==> config.mk <==
export PLATFORM = sky130hd
export DESIGN_NAME = watchdog_timer_control
export DESIGN_NICKNAME = d
export VERILOG_FILES = /design/src/wdt_pkg.sv /design/src/wdt_tick_div.sv /design/src/watchdog_timer_control.sv
export SDC_FILE = /design/constraint.sdc
export NUM_CORES = 1
export LEC_CHECK = 0
export ABC_AREA = 1
export BUFFER_PORTS_ARGS = -buffer_cell sky130_fd_sc_hd__buf_4
export CAP_MARGIN = 20
export CORE_UTILIZATION = 58
export CTS_CLUSTER_DIAMETER = 200
export DETAILED_ROUTE_END_ITERATION = 7
export PLACE_DENSITY = 0.83
export SYNTH_ARGS = -nofsm -noshare
export SYNTH_HDL_FRONTEND = slang
export SYNTH_SLANG_ARGS = --single-unit
==> constraint.sdc <==
create_clock -name mclk_in -period 2.55 [get_ports mclk_in]
set_clock_uncertainty 0.2 [all_clocks]
set_input_delay 0.6375 -clock mclk_in [delete_from_list [all_inputs] [get_ports mclk_in]]
set_output_delay 0.6375 -clock mclk_in [all_outputs]
set_load 0.005 [all_outputs]
==> src/wdt_pkg.sv <==
// Purpose: shared constants for the watchdog block
// Assumes: 25 mhz system clock, 32.768 khz watchdog count rate
// Notes:   control register is 8 bits wide
package wdt_pkg;

    // ------------------------------------------------------------
    // clocking
    // ------------------------------------------------------------
    localparam int unsigned SYS_CLK_HZ   = 25000000;
    localparam int unsigned WDT_TICK_HZ  = 32768;
    localparam int unsigned TICK_DIV     = SYS_CLK_HZ / WDT_TICK_HZ;
    localparam int unsigned DIV_W        = 10;

    // ------------------------------------------------------------
    // control register layout
    // ------------------------------------------------------------
    localparam int unsigned UNLOCK_BIT   = 0;
    localparam int unsigned ENABLE_BIT   = 1;
    localparam int unsigned STATUS_BIT   = 2;
    localparam int unsigned PRE_LSB      = 4;
    localparam int unsigned PRE_W        = 4;
    localparam logic [7:0]  CTL_RESET    = 8'h10;
    localparam logic [3:0]  PRE_RESET    = 4'h1;

    // ------------------------------------------------------------
    // timeout
    // ------------------------------------------------------------
    localparam int unsigned CNT_W        = 16;
    localparam int unsigned BASE_SHIFT   = 9;
    localparam logic [3:0]  PRE_MAX      = 4'h7;
    localparam logic [3:0]  PRE_IMMED    = 4'h8;

endpackage

==> src/wdt_tick_div.sv <==
// Purpose: divides the system clock to the watchdog count rate
// Assumes: single clock domain
// Notes:   emits a one-cycle enable pulse
module wdt_tick_div
(
    input  wire logic mclk_in,
    input  wire logic rst_in,
    output logic      tick_out
);

    logic [wdt_pkg::DIV_W-1:0] div_ff;

    // ------------------------------------------------------------
    // divider
    // ------------------------------------------------------------
    always_ff @(posedge mclk_in or posedge rst_in)
    begin
        if (rst_in)
        begin
            div_ff   <= '0;
            tick_out <= 1'b0;
        end
        else if (div_ff == wdt_pkg::DIV_W'(wdt_pkg::TICK_DIV - 1))
        begin
            div_ff   <= '0;
            tick_out <= 1'b1;
        end
        else
        begin
            div_ff   <= div_ff + 1'b1;
            tick_out <= 1'b0;
        end
    end

endmodule

==> src/watchdog_timer_control.sv <==
// Purpose: watchdog timer with protected control register
// Assumes: core presents register writes and instruction retire pulses
// Notes:   timeout drives either a reset request or an interrupt

// Overview of operation
// 16-bit counter, timeout 2^code times 512 ticks
// code 8 immediate reset; above reserved (with timeout_irq_sel_in high, code 8 raises an immediate interrupt instead)
// timeout sets status flag, bit 2
// status cleared by writing zero or reset
// status survives watchdog-caused reset; here any rst_in clears it, whatever its cause
// writing enable one enables and clears counter
// missed refresh raises reset or interrupt
// write accepted only right after unlock
// interrupt is high priority; timer use
// software masks interrupts around unlock sequence
module watchdog_timer_control
(
    input  wire logic       mclk_in,
    input  wire logic       rst_in,
    input  wire logic       ctl_wr_in,
    input  wire logic [7:0] ctl_wdata_in,
    input  wire logic       instr_retire_in,
    input  wire logic       timeout_irq_sel_in,
    output logic [7:0]      watchdog_control_out,
    output logic            sys_reset_req_out,
    output logic            wdt_irq_out
);

    logic                   tick;
    logic                   control_write_unlock_ff;
    logic                   watchdog_enable_refresh_ff;
    logic                   timeout_status_flag_ff;
    logic [3:0]             timeout_prescale_code_ff;
    logic [wdt_pkg::CNT_W-1:0] cnt_ff;
    logic                   accept_wr;
    logic                   refresh;
    logic                   timeout;
    logic                   nxt_unlock;

    // ------------------------------------------------------------
    // helpers
    // ------------------------------------------------------------
    function automatic logic [wdt_pkg::CNT_W-1:0] last_count(input logic [3:0] code);
        logic [wdt_pkg::CNT_W:0] lim;
        lim = (wdt_pkg::CNT_W+1)'(1) << (wdt_pkg::BASE_SHIFT + 32'(code));
        last_count = wdt_pkg::CNT_W'(lim - 1'b1);
    endfunction

    wdt_tick_div u_div
    (
        .mclk_in  (mclk_in),
        .rst_in   (rst_in),
        .tick_out (tick)
    );

    // ------------------------------------------------------------
    // unlock and write acceptance
    // ------------------------------------------------------------
    assign accept_wr = ctl_wr_in && control_write_unlock_ff;
    assign refresh   = accept_wr && ctl_wdata_in[wdt_pkg::ENABLE_BIT];

    always_comb
    begin
        if (ctl_wr_in)
            nxt_unlock = !control_write_unlock_ff && ctl_wdata_in[wdt_pkg::UNLOCK_BIT];
        else if (instr_retire_in)
            nxt_unlock = 1'b0;
        else
            nxt_unlock = control_write_unlock_ff;
    end

    always_ff @(posedge mclk_in or posedge rst_in)
    begin
        if (rst_in)
            control_write_unlock_ff <= 1'b0;
        else
            control_write_unlock_ff <= nxt_unlock;
    end

    // ------------------------------------------------------------
    // timeout detection
    // ------------------------------------------------------------
    always_comb
    begin
        if (!watchdog_enable_refresh_ff || refresh)
            timeout = 1'b0;
        else if (timeout_prescale_code_ff == wdt_pkg::PRE_IMMED)
            timeout = 1'b1;
        else if (timeout_prescale_code_ff > wdt_pkg::PRE_IMMED)
            timeout = 1'b0;
        else
            timeout = tick && (cnt_ff == last_count(timeout_prescale_code_ff));
    end

    // ------------------------------------------------------------
    // counter
    // ------------------------------------------------------------
    always_ff @(posedge mclk_in or posedge rst_in)
    begin
        if (rst_in)
            cnt_ff <= '0;
        else if (refresh || timeout || !watchdog_enable_refresh_ff)
            cnt_ff <= '0;
        else if (tick && timeout_prescale_code_ff <= wdt_pkg::PRE_MAX)
            cnt_ff <= cnt_ff + 1'b1;
    end

    // ------------------------------------------------------------
    // control fields
    // ------------------------------------------------------------
    always_ff @(posedge mclk_in or posedge rst_in)
    begin
        if (rst_in)
        begin
            watchdog_enable_refresh_ff <= 1'b0;
            timeout_prescale_code_ff   <= wdt_pkg::PRE_RESET;
        end
        else if (accept_wr)
        begin
            watchdog_enable_refresh_ff <= ctl_wdata_in[wdt_pkg::ENABLE_BIT];
            timeout_prescale_code_ff   <= ctl_wdata_in[wdt_pkg::PRE_LSB +: wdt_pkg::PRE_W];
        end
        else if (timeout && !timeout_irq_sel_in)
            watchdog_enable_refresh_ff <= 1'b0;
    end

    // ------------------------------------------------------------
    // status flag, cleared only by external reset or a zero write
    // ------------------------------------------------------------
    always_ff @(posedge mclk_in or posedge rst_in)
    begin
        if (rst_in)
            timeout_status_flag_ff <= 1'b0;
        else if (timeout)
            timeout_status_flag_ff <= 1'b1;
        else if (accept_wr && !ctl_wdata_in[wdt_pkg::STATUS_BIT])
            timeout_status_flag_ff <= 1'b0;
    end

    // ------------------------------------------------------------
    // outputs
    // ------------------------------------------------------------
    always_ff @(posedge mclk_in or posedge rst_in)
    begin
        if (rst_in)
        begin
            sys_reset_req_out <= 1'b0;
            wdt_irq_out       <= 1'b0;
        end
        else
        begin
            sys_reset_req_out <= timeout && !timeout_irq_sel_in;
            wdt_irq_out       <= timeout && timeout_irq_sel_in;
        end
    end

    always_ff @(posedge mclk_in or posedge rst_in)
    begin
        if (rst_in)
            watchdog_control_out <= wdt_pkg::CTL_RESET;
        else
            watchdog_control_out <= {timeout_prescale_code_ff,
                                     1'b0,
                                     timeout_status_flag_ff,
                                     watchdog_enable_refresh_ff,
                                     control_write_unlock_ff};
    end

endmodule

==> results.toml, run 1 <==
[floorplan]
io_pins = 23
die_area_um2 = 4120
rows = 22
die_y_um = 64.2
core_area_um2 = 3690
die_w_um = 64.2
start_util_pct = 60.9

[global_route]
grt_pass1_wl_um = 7300
grt_pass1_vias = 1647
grt_usage_pct = 23.7
grt_max_degree = 44
antenna_found_initial = 0
grt_overflow = 0

[clocking]
cts_setup_buffers = 0
cts.clk_slew.worst_paths_ns = 0.08
cts_max_level = 2
clockRootBuffer = "clkbuf_8"
cts_resized = 0
hold_buffers = 0
clock_sinks = 43
cts_inserted_buffers = 5
cts_tree = "done"
insertion_delay_ns = 0.30
cts.path.max_buffers = 2

[sta]
fin_crit_ns = 2.14
finalSetupTns_ns = 0
fin_hold_ws_ns = 0.187
rsz0062_at_grt = "no"
setup_viol = 0
maxSlewHeadroom_pct = 64.0
post-route-period-util_pct = 83.7
worstMarginPinSlew_ns = 0.535
final_hold_viol_count = 0
clock.fmax_mhz = 468
slew_viol_final = 0

[logic_synthesis]
ys_top_cells_by_area = "dfrtp_1 46%, nand2_1 8.7%, xor2_1 5.5%, inv_1 5.3%, nand3_1 4.7%"
synthesis.area_um2 = 2250
ys_seq_area_share_pct = 48.0
ys_warn_count = 0
netlist.top_cell.by_area = "dfrtp_1"
ys_types = 32
syn_avg_cell_area_um2 = 8.60
ys_ff_latch = 43
yosysTopAreaCellShare_pct = 45.7
netlist_instances = 261

[run]
maxCapViolCount = 0

[detailed_routing]
first_pass_iters = 4
via_count = 1732
drcViolationCount = 0
wl_um = 4170
avgRoutedWirePerCell_um = 12.4
drtIter0Drc = 126
vias_per_cell = 5.14
ant_nets = 0

[worst_setup_path]
endpoint_kind = "register"
worstPathArrival_ns = 2.13
crit_type = "register to register"
rrSetupSlack_ns = 0.41
reg2reg_to = "cnt_ff[12]$_DFFE_PP0P_"
rr_startpoint = "timeout_prescale_code_ff[0]$_DFFE_PP1P_"
path_max_fanout = 16
crit_required_ns = 2.54
r2r_cells = 11
crit_path_start_kind = "register"

[layout]
final_common_cell = "nand2_1"
drive_gt1_share_pct = 19.0
nNetsFinal = 305
final_cell_mix = "52 x nand2_1, 41 x dfrtp_1, 32 x inv_1"
areaGrowthSynthToFinish_pct = 14.2
diodes = 0

[place]
hpwl_um = 3120
place_congestion = 0.880
port_buffers = 20

[power_and_ir_drop]
powerDensity_nw_per_um2 = 631
ir_drop_mv = 0.509
leakage_nw = 1.21

[min_path]
min_delay_path_depth = 0
holdCritPathClass = "register to register"
hold_end = "watchdog_control_out[4]$_DFF_PP1_"
hp-start = "timeout_prescale_code_ff[0]$_DFFE_PP1P_"

[outcome]
run_status = "finished clean"
worst max-delay path by stage:
stage,to,cells after the start,slack [ns],startpoint
finish,cnt_ff[12]$_DFFE_PP0P_,11,0.41,timeout_prescale_code_ff[0]$_DFFE_PP1P_
global route,cnt_ff[12]$_DFFE_PP0P_,11,0.27,timeout_prescale_code_ff[0]$_DFFE_PP1P_
CTS,cnt_ff[12]$_DFFE_PP0P_,11,0.40,timeout_prescale_code_ff[0]$_DFFE_PP1P_
detailed placement,cnt_ff[10]$_DFFE_PP0P_,11,0.43,timeout_prescale_code_ff[0]$_DFFE_PP1P_
global placement,cnt_ff[9]$_DFFE_PP0P_,10,0.48,timeout_prescale_code_ff[3]$_DFFE_PP0P_
floorplan,cnt_ff[8]$_DFFE_PP0P_,13,0.60,timeout_prescale_code_ff[0]$_DFFE_PP1P_
synth_stat cells, drive strengths merged:
| cell type | n |
|---|---|
| a21oi | 6 |
| dfstp | 2 |
| xor2 | 14 |
| buf | 3 |
| nand3 | 21 |
| nor2 | 37 |
| o21bai | 2 |
| nand4 | 3 |
| mux2i | 1 |
| xnor2 | 5 |
| nand3b | 3 |
| conb | 2 |
| nand2 | 54 |
| a31oi | 1 |
| ha | 4 |
| clkbuf | 1 |
| nor4 | 2 |
| nor3 | 10 |
| dfrtp | 41 |
| or2 | 3 |
| o22ai | 1 |
| o21ai | 10 |
| inv | 35 |
where the power goes:
group	internal, mW	leakage, nW	switching (mW)
sequential	0.742	0.561	0.0423
combinational	0.125	0.592	0.176
clock	0.292	0.0581	0.241
total	1.16	1.21	0.459
metrics by stage:
step	worst slack (ns)	cell area [um^2]	cells	total power, mW	utilization (%)
after floorplan	0.596	2250	262	1.00	-
after global placement	0.484	2450	329	1.09	66.5
after detailed placement	0.431	2450	329	1.10	66.5
after CTS	0.399	2560	337	1.63	69.5
after global routing	0.267	2560	337	1.70	69.5
final	0.415	2560	337	1.62	69.5
kinds of logic after synthesis:
| group | after synthesis | synth area share (%) |
|---|---|---|
| AOI/OAI and AO/OA | 20 | 5.24 |
| xor gates and xnor gates | 19 | 7.41 |
| adders and majority gates | 4 | 2.23 |
| buffers and inverters | 39 | 7.74 |
| DFF | 43 | 48.0 |
| muxes | 1 | 0.446 |
| other | 2 | 0.334 |
| and+or+nand+nor | 133 | 28.6 |
critical path, stage by stage (launching register included):
cell	delay, ns
dfstp_2	0.56
inv_1	0.08
nor2_1	0.21
nand3_1	0.14
nand2_1	0.08
nand2_1	0.05
nand2_1	0.06
nand3_1	0.07
o21bai_2	0.16
or2_1	0.17
buf_12	0.18
nor2_1	0.06
per-layer routing:
layer  vias up  share of wire [%]  global-route usage [%]
met3        10                4.0                    6.61
met2        41                 51                    38.8
met4         0                1.8                    8.61
li1        871                  -                       -
met1       810                 43                    30.0
met5         -                  0                       0
registers in the layout, summed over array words and instances, names as in the netlist:
signal and flops:
timeout_prescale_code_ff 4, cnt_ff 16, sys_reset_req_out 1, watchdog_control_out 7, timeout_status_flag_ff 1, u_div.div_ff 10
wdt_irq_out 1, watchdog_enable_refresh_ff 1, u_div.tick_out 1, control_write_unlock_ff 1
cell type report:
type                       count  area [um^2]
fill                         310         1120
sequential                    43         1080
multi-input combinational    180          997
timing repair buffer          23          185
inverter                      35          131
clock buffer                   5         68.8
tap                           48         60.1
clock inverter                 3         43.8
(Power assumes the default switching activity.)
==> run 2, diff against run 1 <==
- CORE_UTILIZATION: 58 -> 52
- PLACE_DENSITY: 0.83 -> 0.79
- clock period: 2.55 -> 1.85 ns (I/O delays scaled with it)
==> run 2 against run 1 <==
Against the previous run:
- the flow now finishes with violations (setup timing)
- total power grew 52%
- maximum frequency is 4.1% higher
- combinational power up 100%
- hold slack got worse by 0.024 ns
- critical path type unchanged
- critical endpoint is now cnt_ff[0]$_DFFE_PP0P_
- highest routed layer unchanged
==> results.toml, run 2 (synthesis results as in run 1) <==
[outcome]
run_status = "complete, but fails checks"
violations = "setup timing"

[run]
maxCapViolCount = 0

[sta]
final_hold_viol_count = 0
rsz0062_at_grt = "yes"
slew_viol_final = 0
layout_setup_ws_ns = -0.201
fin_crit_ns = 2.05
clock.fmax_mhz = 488
setup_viol = 20
fin_hold_ws_ns = 0.163
post-route-period-util_pct = 111

[place]
port_buffers = 20
place_congestion = 0.872
hpwl_um = 3150
placedCellCount = 355
post-place-ws_ns = -0.225

[worst_setup_path]
reg2reg_to = "cnt_ff[0]$_DFFE_PP0P_"
crit_path_frequent_cell = "nand2_1"
critical_path.startpoint = "timeout_prescale_code_ff[3]$_DFFE_PP0P_"
r2r_cells = 10
crit_required_ns = 1.84
path_max_fanout = 8
rr_startpoint = "timeout_prescale_code_ff[3]$_DFFE_PP0P_"
crit_type = "register to register"
endpoint_kind = "register"
max_stage_delay_ns = 0.48
rrSetupSlack_ns = -0.20
crit_slowest_cell = "dfrtp_2"
path_cells = "nor2_4 -> nand2_1 -> nand2_1 -> nand3_1 -> nor2_1 -> nand2_1 -> o21bai_4 -> or2_4 -> buf_16 -> nor2_4"
crit_path_start_kind = "register"
worstPathArrival_ns = 2.04

[detailed_routing]
drtIter0Drc = 138
via_count = 1873
drcViolationCount = 0
vias_per_cell = 5.08
wl_um = 4670
first_pass_iters = 4
avgRoutedWirePerCell_um = 12.7
ant_nets = 0

[layout]
areaGrowthSynthToFinish_pct = 30.4
fin_cells = 369
final_cell_mix = "51 x nand2_1, 47 x buf_4, 38 x dfrtp_1"
num-fill-cells = 285
drive_gt1_share_pct = 32.3
final_util_pct = 71.6
final_common_cell = "nand2_1"
diodes = 0
nNetsFinal = 335
largest_register_ffs = 16
largestRegisters = "cnt_ff x16, u_div.div_ff x10, watchdog_control_out x7"
regMostFlops = "cnt_ff"

[clocking]
cts.path.max_buffers = 2
cts_max_level = 2
cts.clk_slew.worst_paths_ns = 0.09
cts_tree = "done"
clock_sinks = 43
insertion_delay_ns = 0.31
clockRootBuffer = "clkbuf_8"
cts_inserted_buffers = 5

[global_route]
antenna_found_initial = 0
grt_usage_pct = 21.6
grt_pass1_wl_um = 7160
grt_overflow = 0
grt_max_degree = 16
grt_pass1_vias = 1657

[min_path]
hold_end = "timeout_prescale_code_ff[3]$_DFFE_PP0P_"
min_delay_path_depth = 3
hp-start = "ctl_wdata_in[7]"
holdCritPathClass = "primary input to register"

[floorplan]
die_area_um2 = 4590
core_area_um2 = 4090
rows = 23
die_y_um = 67.7
die_w_um = 67.7
start_util_pct = 55.0
io_pins = 23

[power_and_ir_drop]
totalPowerFinal_mw = 2.47
ir_drop_mv = 0.764
powerDensity_nw_per_um2 = 842
leakage_nw = 1.38
[run 2: cell count changes in the layout (fill, tap and decap cells not counted), sizes merged]
cell and change:
dlygate4sd3 +1, clkinv -1, inv +1, buf +29
[run 2: per-layer routing]
| layer | track usage, % | wire length, um | up-vias |
|---|---|---|---|
| met2 | 35.1 | 2370 | 43 |
| li1 | - | - | 931 |
| met4 | 10.1 | 82 | 0 |
| met5 | 0 | 0 | - |
| met1 | 26.3 | 2020 | 892 |
| met3 | 5.57 | 207 | 7 |
[run 2: how the worst max path moves through the flow]
stage / endpoint
after floorplan: cnt_ff[8]$_DFFE_PP0P_
after global placement: cnt_ff[12]$_DFFE_PP0P_
after detailed placement: cnt_ff[12]$_DFFE_PP0P_
after CTS: cnt_ff[10]$_DFFE_PP0P_
after global routing: cnt_ff[5]$_DFFE_PP0P_
final: cnt_ff[0]$_DFFE_PP0P_
[run 2: stage by stage]
stage	cell area [um^2]	TNS (ns)
floorplan	2250	-0.505
global placement	2650	-2.35
detailed placement	2650	-3.54
CTS	2870	-2.63
global route	2930	-4.78
finish	2930	-3.44
[run 2: power breakdown]
part / switching [mW] / leakage (nW) / total [mW] / internal (mW)
registers: 0.0691 / 0.557 / 1.09 / 1.03
logic: 0.312 / 0.760 / 0.615 / 0.304
clock network: 0.346 / 0.0587 / 0.756 / 0.409
[run 2: area by class of cell]
type,instances,area (um^2),share of cell area (%)
clock buffer,5,68.8,2.35
clock inverter,3,47.5,1.62
inverter,35,134,4.57
multi-input combinational,180,1080,36.9
sequential,43,1080,37.0
tap,50,62.6,2.14
timing repair buffer,53,453,15.5
[run 2: repair_timing]
action	in CTS	in global routing
pin swaps	8	6
resized for setup	15	12
cloned	1	0
endpoints found under the setup margin	20	23
hold buffers	1	0
setup buffers	3	2
hold endpoints to repair	8	0
[run 2: worst max-delay path: cells and delay by family, from the launching register on]
family | cells | cell delay, ns
simple gates | 8 | 0.91
buf+inv | 1 | 0.16
compound gates | 1 | 0.18
flops | 1 | 0.48
